<file path="src/hdl/isc_pkg.sv">
// Purpose: Constants and carriers for the instrument status and control register bank.
// Assumes: 16-bit words reached by register index from the fieldbus frame handler.
// Notes: Offsets are register indices, not byte addresses.
package isc_pkg;

  localparam logic [15:0] OFS_AIN_FAULT = 16'h0016;
  localparam logic [15:0] OFS_ALARM     = 16'h0017;
  localparam logic [15:0] OFS_DO_STAT   = 16'h0018;
  localparam logic [15:0] OFS_DI_STAT   = 16'h0019;
  localparam logic [15:0] OFS_FORCING   = 16'h001c;
  localparam logic [15:0] OFS_REMOTE    = 16'h0037;
  localparam logic [15:0] OFS_ERR_CLR   = 16'h003f;
  localparam logic [15:0] OFS_MIN_CLR   = 16'h0041;
  localparam logic [15:0] OFS_MAX_CLR   = 16'h0042;
  localparam logic [15:0] OFS_HARDWARE_OPTIONS    = 16'h00c8;
  localparam logic [15:0] OFS_FW_VER    = 16'h00c9;
  localparam logic [15:0] OFS_OP_VER    = 16'h00ca;
  localparam logic [15:0] OFS_DEV_ID    = 16'h00cb;
  localparam logic [15:0] OFS_FW_SUB    = 16'h00cc;

  localparam int HW_OUT1   = 0;
  localparam int HW_OUT2   = 1;
  localparam int HW_OUT3   = 2;
  localparam int HW_OUT3AN = 3;
  localparam int HW_BUS    = 8;
  localparam int HW_SYSDEV = 9;
  localparam int HW_OPT1   = 10;
  localparam int HW_OPT2   = 11;

  localparam int DI_ONE_BIT = 0;
  localparam int KEY_LSB    = 8;

  localparam logic [15:0] MASK_AIN   = 16'h0077;
  localparam logic [15:0] MASK_ALARM = 16'h0307;
  localparam logic [15:0] MASK_DO    = 16'h003f;
  localparam logic [15:0] MASK_DI    = 16'h0701;

  localparam logic [15:0] RST_WORD = 16'h0000;

  typedef struct packed {
    logic        write;
    logic        read;
    logic [15:0] addr;
    logic [15:0] data;
  } isc_req_s;

  typedef struct packed {
    logic        ack;
    logic        error;
    logic [15:0] data;
  } isc_rsp_s;

endpackage

</file>
<file path="src/hdl/isc_status_control_regs.sv">
// Purpose: Status, identification and control register bank of the instrument.
// Assumes: One 40 MHz clock; frame handler issues one-cycle read or write requests.
// Notes: Keys and the digital input pin are resynchronised; the rest is on-clock logic.
`timescale 1ns/100ps
`default_nettype none
module isc_status_control_regs #(
  parameter int          ERR_W     = 16,
  parameter logic [7:0]  FW_VER    = 8'h15,
  parameter logic [7:0]  FW_SUBVER = 8'h00,
  parameter logic [7:0]  DEVICE_ID = 8'h5a
) (
  input  wire logic               clk,
  input  wire logic               rst,
  input  wire isc_pkg::isc_req_s  regReq,
  output var  isc_pkg::isc_rsp_s  regRsp,
  input  wire logic               strapBus,
  input  wire logic               strapSysDev,
  input  wire logic               strapOpt1,
  input  wire logic               strapOpt2,
  input  wire logic [2:0]         strapOutPresent,
  input  wire logic               strapOut3Analog,
  input  wire logic               digitalInputOnePin,
  input  wire logic [2:0]         keyPin,
  input  wire logic [5:0]         analogFault,
  input  wire logic [15:0]        alarmPending,
  input  wire logic [5:0]         digitalOutState,
  input  wire logic               measStrobe,
  input  wire logic [ERR_W-1:0]   errCause,
  input  wire logic               panelAdjReq,
  output logic                    panelAdjGrant,
  output logic                    panelAdjBlocked,
  output logic                    remoteLock,
  output logic                    minClear,
  output logic                    maxClear,
  output logic [ERR_W-1:0]        errList,
  output logic                    digitalInputOne
);
  import isc_pkg::*;

  function automatic logic isBinary(input logic [15:0] v);
    isBinary = (v[15:1] == 15'h0000);
  endfunction

  function automatic logic isMapped(input logic [15:0] a);
    case (a)
      OFS_AIN_FAULT, OFS_ALARM, OFS_DO_STAT, OFS_DI_STAT,
      OFS_FORCING, OFS_REMOTE, OFS_ERR_CLR, OFS_MIN_CLR,
      OFS_MAX_CLR, OFS_HARDWARE_OPTIONS, OFS_FW_VER, OFS_OP_VER,
      OFS_DEV_ID, OFS_FW_SUB: isMapped = 1'b1;
      default:                isMapped = 1'b0;
    endcase
  endfunction

  // Pin synchroniser: bit 0 is the digital input, bits 3:1 the front keys.
  logic [3:0] pinS1;
  logic [3:0] pinS2;
  logic [3:0] pinS3;
  logic [3:0] pinFilt;
  logic [3:0] next_pinFilt;

  always_comb begin
    next_pinFilt = pinFilt;
    for (int i = 0; i < 4; i++) begin
      if (pinS2[i] == pinS3[i]) begin
        next_pinFilt[i] = pinS3[i];
      end
    end
  end

  always_ff @(posedge clk) begin
    if (rst) begin
      pinS1   <= 4'h0;
      pinS2   <= 4'h0;
      pinS3   <= 4'h0;
      pinFilt <= 4'h0;
    end else begin
      pinS1   <= {keyPin, digitalInputOnePin};
      pinS2   <= pinS1;
      pinS3   <= pinS2;
      pinFilt <= next_pinFilt;
    end
  end

  // Straps are static, so they are sampled while reset is held.
  logic [15:0] hwOptions;
  logic [15:0] next_hwOptions;

  always_comb begin
    next_hwOptions                           = 16'h0000;
    next_hwOptions[HW_OUT1]                  = strapOutPresent[0];
    next_hwOptions[HW_OUT2]                  = strapOutPresent[1];
    next_hwOptions[HW_OUT3]                  = strapOutPresent[2];
    next_hwOptions[HW_OUT3AN]                = strapOut3Analog;
    next_hwOptions[HW_BUS]                   = strapBus;
    next_hwOptions[HW_SYSDEV]                = strapSysDev;
    next_hwOptions[HW_OPT1]                  = strapOpt1;
    next_hwOptions[HW_OPT2]                  = strapOpt2;
  end

  always_ff @(posedge clk) begin
    if (rst) begin
      hwOptions <= next_hwOptions;
    end
  end

  // Control and status state.
  logic [15:0]      forcing;
  logic [15:0]      next_forcing;
  logic             next_remoteLock;
  logic             next_minClear;
  logic             next_maxClear;
  logic [ERR_W-1:0] next_errList;
  logic             next_digitalInputOne;
  logic             next_panelAdjGrant;
  logic             next_panelAdjBlocked;
  isc_rsp_s         next_regRsp;
  logic [15:0]      statusDi;
  logic [15:0]      statusAin;
  logic [15:0]      statusDo;
  logic             wrErr;
  logic             wrMin;
  logic             wrMax;
  logic             wrOk;

  always_comb begin
    statusDi                         = 16'h0000;
    statusDi[DI_ONE_BIT]             = digitalInputOne;
    statusDi[KEY_LSB +: 3]           = pinFilt[3:1];
    statusDi                         = statusDi & MASK_DI;
    statusAin                        = {9'h000, analogFault[5:3], 1'b0, analogFault[2:0]} & MASK_AIN;
    statusDo                         = {10'h000, digitalOutState} & MASK_DO;
  end

  always_comb begin
    next_forcing         = forcing;
    next_remoteLock      = remoteLock;
    next_errList         = errList;
    next_regRsp          = '0;
    wrOk                 = 1'b0;
    wrErr                = 1'b0;
    wrMin                = 1'b0;
    wrMax                = 1'b0;

    if (regReq.write) begin
      next_regRsp.ack = 1'b1;
      case (regReq.addr)
        OFS_FORCING: begin
          wrOk         = 1'b1;
          next_forcing = regReq.data;
        end
        OFS_REMOTE: begin
          wrOk = isBinary(regReq.data);
          if (wrOk) begin
            next_remoteLock = regReq.data[0];
          end
        end
        OFS_ERR_CLR: begin
          wrOk  = isBinary(regReq.data);
          wrErr = wrOk && regReq.data[0];
        end
        OFS_MIN_CLR: begin
          wrOk  = isBinary(regReq.data);
          wrMin = wrOk && regReq.data[0];
        end
        OFS_MAX_CLR: begin
          wrOk  = isBinary(regReq.data);
          wrMax = wrOk && regReq.data[0];
        end
        default: begin
          wrOk = 1'b0;
        end
      endcase
      next_regRsp.error = ~wrOk;
    end else if (regReq.read) begin
      next_regRsp.ack   = 1'b1;
      next_regRsp.error = ~isMapped(regReq.addr);
      case (regReq.addr)
        OFS_AIN_FAULT: next_regRsp.data = statusAin;
        OFS_ALARM:     next_regRsp.data = alarmPending & MASK_ALARM;
        OFS_DO_STAT:   next_regRsp.data = statusDo;
        OFS_DI_STAT:   next_regRsp.data = statusDi;
        OFS_FORCING:   next_regRsp.data = forcing;
        OFS_REMOTE:    next_regRsp.data = {15'h0000, remoteLock};
        OFS_HARDWARE_OPTIONS:    next_regRsp.data = hwOptions;
        OFS_FW_VER:    next_regRsp.data = {8'h00, FW_VER};
        OFS_OP_VER:    next_regRsp.data = {8'h00, FW_VER};
        OFS_DEV_ID:    next_regRsp.data = {8'h00, DEVICE_ID};
        OFS_FW_SUB:    next_regRsp.data = {8'h00, FW_SUBVER};
        default:       next_regRsp.data = RST_WORD;
      endcase
    end

    // A measurement in the same cycle as a clear re-enters live causes, so no event is lost.
    if (wrErr) begin
      next_errList = {ERR_W{1'b0}};
    end
    if (measStrobe) begin
      next_errList = next_errList | errCause;
    end

    next_minClear        = wrMin;
    next_maxClear        = wrMax;
    // Forcing bit DI_ONE_BIT is OR-linked onto the pin so a master can only raise the input.
    next_digitalInputOne = pinFilt[0] | forcing[DI_ONE_BIT];
    next_panelAdjGrant   = panelAdjReq & ~remoteLock;
    next_panelAdjBlocked = panelAdjReq & remoteLock;
  end

  always_ff @(posedge clk) begin
    if (rst) begin
      forcing         <= RST_WORD;
      remoteLock      <= 1'b0;
      errList         <= {ERR_W{1'b0}};
      minClear        <= 1'b0;
      maxClear        <= 1'b0;
      digitalInputOne <= 1'b0;
      panelAdjGrant   <= 1'b0;
      panelAdjBlocked <= 1'b0;
      regRsp          <= '0;
    end else begin
      forcing         <= next_forcing;
      remoteLock      <= next_remoteLock;
      errList         <= next_errList;
      minClear        <= next_minClear;
      maxClear        <= next_maxClear;
      digitalInputOne <= next_digitalInputOne;
      panelAdjGrant   <= next_panelAdjGrant;
      panelAdjBlocked <= next_panelAdjBlocked;
      regRsp          <= next_regRsp;
    end
  end

endmodule
`default_nettype wire

</file>
<file path="config.mk">
export PLATFORM = sky130hd
export DESIGN_NAME = isc_status_control_regs
export DESIGN_NICKNAME = d
export VERILOG_FILES = /design/src/hdl/isc_pkg.sv /design/src/hdl/isc_status_control_regs.sv
export SDC_FILE = /design/constraint.sdc
export NUM_CORES = 1
export LEC_CHECK = 0
export BUFFER_PORTS_ARGS = -buffer_cell sky130_fd_sc_hd__buf_2
export CAP_MARGIN = 10
export CORE_ASPECT_RATIO = 1.1
export CORE_MARGIN = 2
export CORE_UTILIZATION = 43
export CTS_CLUSTER_DIAMETER = 40
export DETAILED_ROUTE_END_ITERATION = 6
export PLACE_DENSITY = 0.76
export SYNTH_ARGS = -nofsm -noshare
export SYNTH_HDL_FRONTEND = slang
export SYNTH_SLANG_ARGS = --single-unit
</file>
<file path="constraint.sdc">
create_clock -name clk -period 2 [get_ports clk]
set_clock_uncertainty 0.15 [all_clocks]
set_input_delay 0.1 -clock clk [delete_from_list [all_inputs] [get_ports clk]]
set_output_delay 0.1 -clock clk [all_outputs]
set_load 0.005 [all_outputs]
</file>
# Word-level counts from Yosys, hierarchy flattened
# Index checks and enable logic that the tools add are counted.
# W data, S select, Z words.
[totals] reg_bits=80 inputBits=94 elab_cells=70 out_inout_bits=40
[op_classes] n_mux=12 bitwise=11 reduce_logical=10 eq_ne=18
[ops] operator="$pmux W16 S9" n=1
[ops] operator="$eq A16 B5 Y1 const B" n=5
[ops] operator="$eq A16 B8 Y1 const B" n=5
[ops] operator="$eq A16 B6 Y1 const B" n=2
[ops] operator="$eq A16 B7 Y1 const B" n=2
[ops] operator="$mux W16" n=2
[ops] operator="$mux W18" n=1
[ops] operator="$or A16 B16 Y16" n=1
[ops] operator="$logic_not A15 Y1" n=1
[ops] operator="$reduce_or A14 Y1" n=1
[ops] operator="$reduce_or A3 Y1" n=3
[ops] operator="$not A1 Y1" n=7
[ops] operator="$mux W1" n=6
[ops] operator="$eq A1 B1 Y1" n=4
[ops] operator="$reduce_or A4 Y1" n=1
[ops] operator="$reduce_and A3 Y1" n=1
[ops] operator="$and A1 B1 Y1" n=2
[ops] operator="$mux W2" n=1
[ops] operator="$pmux W1 S2" n=1
[ops] operator="$reduce_and A2 Y1" n=1
[ops] operator="$reduce_or A2 Y1" n=1
[ops] operator="$logic_and A1 B1 Y1" n=1
[ops] operator="$or A1 B1 Y1" n=1

# Logic depth before layout (Yosys ltp)
# Gate-level depths: netlist (run 1).
[logic_depth] ltp_word=8 depth_mapped=8 depth_no_buf=5

# Worst setup path after synthesis (run 1)
# OpenSTA, ideal clock, no wires.
[synth_path] path_kind="input port to flip-flop" start="input regReq[25] in the netlist's numbering" end="register errList[10]" path_buffers=2 setup_time_ps=117 required_ps=1733 t_arrival_ps=1817 cell_stages=7 setup_slack_ps=-84 path_cell_list="or4_4 > buf_6 > or2_4 > nor3_2 > a31oi_2 > buf_2 > a22o_1"
[synth_between] elab_chain_len=6
[synth_rtl] item="start, declared" line_no="isc_status_control_regs.sv:14" source="input wire isc_pkg::isc_req_s regReq,"
[synth_rtl] item="$eq A16 B6 Y1 *" line_no="isc_status_control_regs.sv:146" source="case (regReq.addr)"
[synth_rtl] item="$mux W1 *" line_no="isc_status_control_regs.sv:146"
[synth_rtl] item="$mux W1 *" line_no="isc_status_control_regs.sv:144" source="if (regReq.write) begin"
[synth_rtl] item="$mux W16 *" line_no="isc_status_control_regs.sv:194" source="if (wrErr) begin"
[synth_rtl] item="$or A16 B16 Y16" line_no="isc_status_control_regs.sv:198" source="next_errList = next_errList | errCause;"
[synth_rtl] item="$mux W16 *" line_no="isc_status_control_regs.sv:197" source="if (measStrobe) begin"
[synth_rtl] item="end signal, assigned" line_no="isc_status_control_regs.sv:213" source="errList <= {ERR_W{1'b0}};"
[synth_rtl] item="end signal, assigned" line_no="isc_status_control_regs.sv:223" source="errList <= next_errList;"
[synth_rtl] item="end, declared" line_no="isc_status_control_regs.sv:35" source="output logic [ERR_W-1:0] errList,"
# Mark *: on every way between the ends. The rest lies on a longest branch, timed or not.
# A chain may end at the register's enable or synchronous reset.

# Worst setup path after layout (run 1)
[layout_path] start="input regReq[12] in the netlist's numbering" end="register errList[4]"
[layout_between] elab_chain_len=7
[layout_rtl] item="$logic_not A15 Y1 *" line_no="isc_status_control_regs.sv:41" source="isBinary = (v[15:1] == 15'h0000);"
[layout_rtl] item="$logic_and A1 B1 Y1 *" line_no="isc_status_control_regs.sv:159" source="wrErr = wrOk && regReq.data[0];"
[layout_rtl] item="$mux W1 *" line_no="isc_status_control_regs.sv:146"
[layout_rtl] item="$mux W1 *" line_no="isc_status_control_regs.sv:144"
[layout_rtl] item="$mux W16 *" line_no="isc_status_control_regs.sv:194"
[layout_rtl] item="$or A16 B16 Y16" line_no="isc_status_control_regs.sv:198"
[layout_rtl] item="$mux W16 *" line_no="isc_status_control_regs.sv:197"
# Marked as above.

==> results of run 1 <==
## what timing repair did
| action | in CTS | in global routing |
|---|---|---|
| setup buffers | 0 | 2 |
| hold buffers | 53 | 0 |
| setup endpoints to repair | 0 | 17 |
| hold endpoints to repair | 54 | 0 |
| gates resized for setup | 0 | 7 |
## path summary, 6_finish.rpt
path	start	to	slack (ns)	cells past startpoint
setup / recovery	regReq[12]	errList[4]	-0.02	7
hold / removal	regReq[23]	minClear	0.05	5
setup reg to reg	hwOptions[0]	regRsp[0]	0.72	4
hold reg to reg	pinS1[0]	pinS2[0]	0.29	1
## sequential cells by signal, indices dropped and copies added (netlist names)
| name | cells |
|---|---|
| pinS1 | 4 |
| regRsp | 18 |
| pinFilt | 4 |
| minClear | 1 |
| digitalInputOne | 1 |
| panelAdjBlocked | 1 |
| forcing | 16 |
| maxClear | 1 |
| pinS3 | 4 |
| hwOptions | 8 |
| errList | 16 |
| remoteLock | 1 |
| panelAdjGrant | 1 |
| pinS2 | 4 |
## layer usage
metal,GRT usage,vias up,part of all wire,wire length [µm]
met1,0.288,1511,0.40,3950
met3,0.0530,28,0.075,745
met5,0,-,0,0
li1,-,1569,-,-
met2,0.404,169,0.49,4850
met4,0.131,0,0.033,327
## worst max-delay path, delay by kind of cell
kind	cells	cell delay, ns
AOI/OAI and AO/OA	2	0.46
buffers and inverters	2	0.73
and+or+nand+nor	3	0.81
## layout make-up
type	count	area, µm²	area share
Clock inverter	4	76.3	0.0157
Sequential cell	80	1680	0.346
Inverter	2	7.51	0.00154
Timing Repair Buffer	212	1440	0.297
Tap cell	85	106	0.0219
Multi-Input combinational cell	216	1410	0.289
Clock buffer	12	145	0.0298
## power by group
group / switching (mW) / total, mW / internal [mW]
logic: 0.162 / 0.376 / 0.214
registers: 0.0242 / 1.70 / 1.67
clock network: 0.573 / 1.32 / 0.743
## synthesized netlist by cell type (all sizes together) (2+ instances only)
library cell / number
dfxtp: 72
nand2: 45
a21oi: 22
a22o: 19
nor2b: 17
clkbuf: 12
nor2: 12
nor3: 12
nor4: 12
and2: 8
buf: 8
edfxtp: 8
nand3: 6
o21ai: 6
a211oi: 5
a22oi: 5
nand2b: 4
or4bb: 4
a222oi: 3
and3: 3
mux2i: 3
nor3b: 3
a221oi: 2
a31oi: 2
inv: 2
nand4b: 2
or3: 2
or4: 2
or4b: 2
## stage by stage
step                      cell area (µm²)  power (mW)  hold slack [ns]  cells   util
final                                4870        3.39           0.0453    611  0.694
after CTS                            4800        3.39           0.0224    608  0.686
after detailed placement             4050        2.01            0.128    539  0.578
after global placement               4050        2.00            0.127    539  0.578
after global routing                 4870        3.51           0.0660    611  0.694
after floorplan                      3140        1.84           0.0489    317      -
## logic make-up after synthesis
| kind of cell | synth area share |
|---|---|
| DFF | 0.539 |
| AOI/OAI and AO/OA | 0.165 |
| muxes | 0.0132 |
| and+or+nand+nor | 0.252 |
| buffers and inverters | 0.0313 |
## layout by cell type (no fill, tap or decap), types with 2 or more instances in the layout
| cell type | instances |
|---|---|
| a211oi_1 | 4 |
| a21oi_1 | 22 |
| a221oi_1 | 2 |
| a222oi_1 | 3 |
| a22o_1 | 19 |
| a22oi_1 | 5 |
| a31oi_4 | 2 |
| and2_1 | 8 |
| and3_1 | 2 |
| buf_12 | 2 |
| buf_2 | 122 |
| buf_4 | 35 |
| bufinv_16 | 2 |
| clkbuf_1 | 2 |
| clkbuf_8 | 10 |
| dfxtp_1 | 72 |
| dlygate4sd3_1 | 53 |
| edfxtp_1 | 8 |
| inv_1 | 2 |
| mux2i_1 | 3 |
| nand2_1 | 45 |
| nand2b_1 | 4 |
| nand3_1 | 6 |
| nand4b_1 | 2 |
| nor2_1 | 12 |
| nor2b_1 | 17 |
| nor3_1 | 11 |
| nor3b_1 | 3 |
| nor4_1 | 7 |
| nor4_2 | 4 |
| o21ai_0 | 6 |
| or4bb_1 | 4 |
==> metrics.csv, run 1 <==
metric;value;unit
status;finished, violations left;
violations;negative setup slack;
end_kind;flip-flop;
worstMarginPinSlew;1.13;ns
syn_to_final_growth;55.9;%
num-fill-cells;513;
relSlewSlack;0.243;
grt_pass1_wl;15.0;mm
finalSetupViolCount;8;
cp_cell_sequence;dlygate4sd3_1 -> buf_2 -> nor4_2 -> and4_2 -> and3_2 -> a31oi_4 -> a22o_1;
clk_pin_slew;0.08;ns
start_kind;input pin;
tns;-0.0575;ns
max-cap-violations;0;
ys_async_sr_fraction;0;
fp.dieH;93.4;µm
final_antenna_net_count;0;
synth_top_area_share;0.462;
ys_types;52;
clockRootBuffer;clkbuf_8;
via_per_inst;5.36;
cts_tree;yes;
vdd_drop_max;0.000514;V
slowest_delay;0.57;ns
antenna_found_initial;0;
clk_latency;0.35;ns
hpwlAfterDp;6.34;mm
ys_seq_area_frac;0.539;
synth_edf_count;8;
gr-total-overflow;0;
post-route-drc-count;0;
gp_congestion;0.866;
insertedDiodeCount;0;
grt_use_total;0.242;
io_pins;134;
maxSlewViolCount;0;
core_area;0.00701;mm²
fin_ws;-0.0182;ns
clk_path_buf_depth;2;
cp_max_fo;8;
timing.fmax;0.495;GHz
synth_area_leaders;dfxtp_1 (46%), edfxtp_1 (7.7%), nand2_1 (5.4%);
cp_data_required_time;2.09;ns
postSynthAreaPerCell;9.85;µm²
grt_max_degree;31;
ys_ff_latch;80;
htreeDepth;3;
synthFlopType;dfxtp_1;
period_needed;2.02;ns
synth_top_area_cell;dfxtp_1;
drt-pass1-iter-count;5;
leakagePower;2.08;nW
synth_area;0.00312;mm²
crit_arrival;2.10;ns
path_class;in -> reg;
post-route-period-util;1.01;
synth_fp_nets;411;
drt_iter0_drc;226;
grt_pass1_vias;3260;
rows;32;
synthCells;317;
place_ws;-0.265;ns
cts_sinks;80;
routed_wl;9.87;mm
min_path_type;in -> reg;
start_util;0.446;
fp.dieW;85.2;µm
layout-drive-gt1-share;0.359;
finalHoldViolCount;0;
crit_slowest_cell;dlygate4sd3_1;
dieArea;0.00796;mm²
port-buffer-count;122;
cellPowerDensity;696;mW/mm²
vias;3277;
yosysWarnings;0;
cts-buffers-inserted;9;
wl_per_cell;16.2;µm
num-nets-final;615;
No activity file was read; power rests on OpenSTA's default activity.
==> run 2, diff against run 1 <==
--- a/config.mk
+++ b/config.mk
@@ -9,10 +9,10 @@
 export CAP_MARGIN = 10
 export CORE_ASPECT_RATIO = 1.1
 export CORE_MARGIN = 2
-export CORE_UTILIZATION = 43
+export CORE_UTILIZATION = 47
 export CTS_CLUSTER_DIAMETER = 40
 export DETAILED_ROUTE_END_ITERATION = 6
-export PLACE_DENSITY = 0.76
+export PLACE_DENSITY = 0.79
 export SYNTH_ARGS = -nofsm -noshare
 export SYNTH_HDL_FRONTEND = slang
 export SYNTH_SLANG_ARGS = --single-unit
==> constraint.sdc (replaced) <==
create_clock -name clk -period 1.89 [get_ports clk]
set_clock_uncertainty 0.15 [all_clocks]
set_input_delay 0.0945 -clock clk [delete_from_list [all_inputs] [get_ports clk]]
set_output_delay 0.0945 -clock clk [all_outputs]
set_load 0.005 [all_outputs]
==> run 2 against run 1 <==
Compared with the run above: non-clock buffer count increased by 2; sequential cell count unchanged; sequential share of layout area decreased by 0.16 points; power increased by 7.2%; highest routed layer unchanged; the flow now finishes without violations; setup slack improved by 0.062 ns; wire length increased by 0.88%; cell count decreased by 0.16%; clock power increased by 8%; design area increased by 0.46%; via count increased by 1.3%.
==> metrics.csv, run 2 (same netlist as run 1, synthesis figures left out) <==
metric;value;unit
fp.dieW;81.7;µm
cts_sinks;80;
insertedDiodeCount;0;
cts-buffers-inserted;9;
status;finished, final reports clean;
dieArea;0.00731;mm²
fin_cells;610;
crit_slowest_cell;or4b_2;
rows;31;
drt_iter0_drc;283;
grt_use_total;0.267;
core_area;0.00652;mm²
post-route-drc-count;0;
port-buffer-count;122;
clk_latency;0.36;ns
routed_wl;9.96;mm
largest_register;regRsp;
crit_buf_inv;3;
cpMostUsedCell;buf_4;
cp_cell_sequence;buf_2 -> buf_4 -> or4b_2 -> nor4_2 -> buf_4 -> a221oi_1 -> a211oi_1;
largest_register_ffs;18;
grt_pass1_vias;3240;
cellPowerDensity;743;mW/mm²
via_per_inst;5.44;
power;3.63;mW
timing.fmax;0.542;GHz
vdd_drop_max;0.000606;V
finalSetupViolCount;0;
cp_max_fo;15;
leakagePower;2.11;nW
finish.utilization;0.750;
dp_cells;538;
reg_top3;regRsp x18, errList x16, forcing x16;
gp_congestion;0.872;
min_path_type;in -> reg;
finalHoldViolCount;0;
layout-drive-gt1-share;0.366;
slowest_delay;0.71;ns
grt_max_degree;26;
syn_to_final_growth;56.6;%
max-cap-violations;0;
maxSlewViolCount;0;
clockRootBuffer;clkbuf_8;
final_antenna_net_count;0;
hpwlAfterDp;6.31;mm
end_kind;flip-flop;
post-route-period-util;0.977;
htreeDepth;3;
start_util;0.479;
relSlewSlack;0.279;
period_needed;1.85;ns
fp.dieH;89.5;µm
num-nets-final;617;
drt-pass1-iter-count;5;
layout_common_cells;buf_2 (122), dfxtp_1 (72), dlygate4sd3_1 (54);
crit_arrival;1.96;ns
clk_path_buf_depth;2;
grt_pass1_wl;14.6;mm
clk_pin_slew;0.08;ns
gr-total-overflow;0;
cp_data_required_time;2.01;ns
start_kind;input pin;
path_class;in -> reg;
io_pins;134;
r2r_slack;0.54;ns
final_common_cell;buf_2;
antenna_found_initial;0;
crit_family;simple AND/OR/NAND/NOR gates;
worstMarginPinSlew;1.08;ns
wl_per_cell;16.3;µm
num-fill-cells;436;
vias;3320;
cts_tree;yes;
rsz0062_at_grt;false;
run 2: cell count changes in the layout (fill, tap and decap cells not counted), sizes merged:
cell	change
inv	+2
buf	+1
bufinv	-1
clkinvlp	-1
dlygate4sd3	+1
run 2: cell type report:
class / instances / area [µm²] / share of cell area
well taps: 82 / 103 / 0.0210
inverters: 2 / 7.51 / 0.00154
clock inverters: 4 / 53.8 / 0.0110
clock buffers: 12 / 176 / 0.0361
flip-flops and latches: 80 / 1680 / 0.344
repair buffers: 214 / 1450 / 0.296
multi-input cells: 216 / 1420 / 0.290
run 2: final timing paths:
check | depth (start not counted) | from | endpoint
min | 4 | alarmPending[9] | regRsp[9]
min reg2reg | 1 | pinS1[0] | pinS2[0]
max reg2reg | 4 | hwOptions[0] | regRsp[0]
max | 7 | regReq[17] | regRsp[1]
run 2: metrics by stage:
| step | worst slack, ns | hold slack, ns | instance area (µm²) | TNS (ns) |
|---|---|---|---|---|
| 2_1_floorplan | -0.0942 | 0.0434 | 3150 | -1.36 |
| 3_3_place_gp | -0.246 | 0.122 | 4050 | -9.06 |
| 3_5_place_dp | -0.341 | 0.123 | 4050 | -10.30 |
| 4_1_cts | 0.0146 | 0.00439 | 4820 | 0 |
| 5_1_grt | 0.00722 | 0.0618 | 4890 | 0 |
| 6_report | 0.0438 | 0.0262 | 4890 | 0 |
run 2: per-layer routing:
layer,global-route usage,vias up,share of wire
met4,0.102,0,0.028
met2,0.484,177,0.50
li1,-,1572,-
met5,0,-,0
met3,0.0758,30,0.087
met1,0.294,1541,0.39
run 2: timing repair:
| action | in CTS | in global routing |
|---|---|---|
| hold buffers | 54 | 0 |
| buffers inserted | 0 | 1 |
| setup endpoints to repair | 0 | 32 |
| endpoints found under the hold margin | 55 | 0 |
| gates resized for setup | 0 | 10 |
run 2: power by group:
| group | leakage (nW) | switching, mW | internal (mW) |
|---|---|---|---|
| combinational | 1.33 | 0.178 | 0.238 |
| sequential | 0.665 | 0.0259 | 1.77 |
| clock | 0.119 | 0.647 | 0.774 |
| total | 2.11 | 0.850 | 2.78 |
run 2: worst register-to-register path, stage by stage (launching register included):
cell and delay [ns]:
edfxtp_1 0.39, nor2_1 0.11, o21ai_0 0.10, a222oi_1 0.40, nor3_1 0.08
==> run 3, diff against run 2 <==
--- a/config.mk
+++ b/config.mk
@@ -12,7 +12,7 @@
 export CORE_UTILIZATION = 47
 export CTS_CLUSTER_DIAMETER = 40
 export DETAILED_ROUTE_END_ITERATION = 6
-export PLACE_DENSITY = 0.79
+export PLACE_DENSITY = 0.78
 export SYNTH_ARGS = -nofsm -noshare
 export SYNTH_HDL_FRONTEND = slang
 export SYNTH_SLANG_ARGS = --single-unit
==> run 3 against run 2 <==
Compared with the run above: the flow now finishes with violations (negative setup slack); setup slack worse by 0.23 ns; clock power is 9.9% lower; die area did not move; via count up 1.7%; non-clock buffer count fell by 1; worst hold slack got worse by 0.015 ns; sequential power barely moved; sequential cell count is the same; clock-buffer cell count did not move; utilization decreased by 0.21 points; global-route usage up 0.54 points; power down 3.9%; largest cell class unchanged.
==> metrics.csv, run 3 (same netlist as run 1, synthesis figures left out) <==
metric;value;unit
routed_wl;10.2;mm
grt_pass1_vias;3139;
htreeDepth;3;
relSlewSlack;0.235;
finalHoldViolCount;0;
clockRootBuffer;clkbuf_8;
min_path_type;in -> reg;
final_antenna_net_count;0;
crit_buf_inv;2;
start_kind;input pin;
fin_ws;-0.190;ns
via_per_inst;5.55;
cts_sinks;80;
num-fill-cells;445;
final_common_cell;buf_2;
drt_iter0_drc;323;
wl_per_cell;16.7;µm
grt_pass1_wl;14.8;mm
cp_data_required_time;1.98;ns
layout-drive-gt1-share;0.364;
max-cap-violations;0;
path_class;in -> reg;
gp_congestion;0.921;
cp_cell_sequence;dlygate4sd3_1 -> buf_2 -> nor4_1 -> and4_4 -> and3_4 -> a31oi_4 -> a22o_1;
gr-total-overflow;0;
hpwlAfterDp;6.22;mm
slowest_delay;0.53;ns
core_area;0.00652;mm²
cts_tree;yes;
cp_max_fo;8;
antenna_found_initial;0;
fp.dieH;89.5;µm
post-route-drc-count;0;
io_pins;134;
timing.fmax;0.481;GHz
insertedDiodeCount;0;
worstMarginPinSlew;1.15;ns
status;finished, violations left;
dieArea;0.00731;mm²
clk_path_buf_depth;2;
clk_latency;0.35;ns
largest_register_ffs;18;
crit_arrival;2.17;ns
fp.dieW;81.7;µm
finish.utilization;0.748;
min_from;analogFault[3];
leakagePower;2.10;nW
finalSetupViolCount;16;
layout_common_cells;buf_2 (122), dfxtp_1 (72), dlygate4sd3_1 (55);
rows;31;
period_needed;2.08;ns
syn_to_final_growth;56.2;%
crit_slowest_cell;dlygate4sd3_1;
num-nets-final;616;
end_kind;flip-flop;
reg2reg_from;hwOptions[0];
violations;negative setup slack;
crit_path_start;regReq[2];
crit_family;simple AND/OR/NAND/NOR gates;
clk_pin_slew;0.09;ns
port-buffer-count;122;
maxSlewViolCount;0;
vias;3377;
cellPowerDensity;716;mW/mm²
start_util;0.479;
grt_use_total;0.272;
post-route-period-util;1.10;
grt_max_degree;48;
drt-pass1-iter-count;5;
reg_top3;regRsp x18, errList x16, forcing x16;
cts-buffers-inserted;9;
largest_register;regRsp;
vdd_drop_max;0.000677;V
power;3.49;mW
## run 3: cell count changes in the layout (fill, tap and decap cells not counted), sizes merged
| cell | change |
|---|---|
| inv | -2 |
| clkinv | +3 |
| buf | -2 |
| bufinv | -1 |
| dlygate4sd3 | +1 |
## run 3: timing repair
item / in CTS / in global routing
hold buffers: 55 / 0
setup buffers: 0 / 1
endpoints found under the hold margin: 56 / 0
gates resized for setup: 0 / 12
endpoints found under the setup margin: 0 / 30
## run 3: metal layers
layer	track usage	wire length, µm
met5	0	0
met4	0.118	276
met3	0.0697	852
met2	0.487	5110
met1	0.305	3920
## run 3: path summary, 6_finish.rpt
| check | to | slack [ns] | cells after the start |
|---|---|---|---|
| worst max-delay path | errList[0] | -0.19 | 7 |
| worst min-delay path | regRsp[4] | 0.01 | 4 |
| worst max register to register | regRsp[0] | 0.56 | 4 |
| worst min register to register | pinS2[3] | 0.29 | 1 |
## run 3: tightest hold or removal path, cell delays in order
cell and delay (ns):
buf_2 0.10, a22o_1 0.12, a221oi_1 0.05, nor3_1 0.11
## run 3: through the flow
step	setup slack [ns]	setup TNS, ns	std cells	hold WS, ns	cell area [µm²]
2_1_floorplan	-0.0942	-1.36	317	0.0434	3150
3_3_place_gp	-0.261	-9.21	536	0.121	4040
3_5_place_dp	-0.338	-12.05	536	0.123	4040
4_1_cts	0.00651	0	607	0.00169	4790
5_1_grt	-0.144	-1.76	609	0.0651	4870
6_report	-0.190	-2.35	609	0.0113	4870
## run 3: area by class of cell
cell class	count	area [µm²]	share of cell area
multi-input cells	216	1430	0.293
well taps	82	103	0.0210
inverters	2	7.51	0.00154
flip-flops and latches	80	1680	0.345
repair buffers	213	1440	0.296
clock buffers	12	178	0.0364
clock inverters	4	31.3	0.00642
## run 3: report_power, final
group | internal, mW | switching (mW)
registers | 1.77 | 0.0279
logic | 0.234 | 0.180
clock network | 0.645 | 0.634
total | 2.65 | 0.842
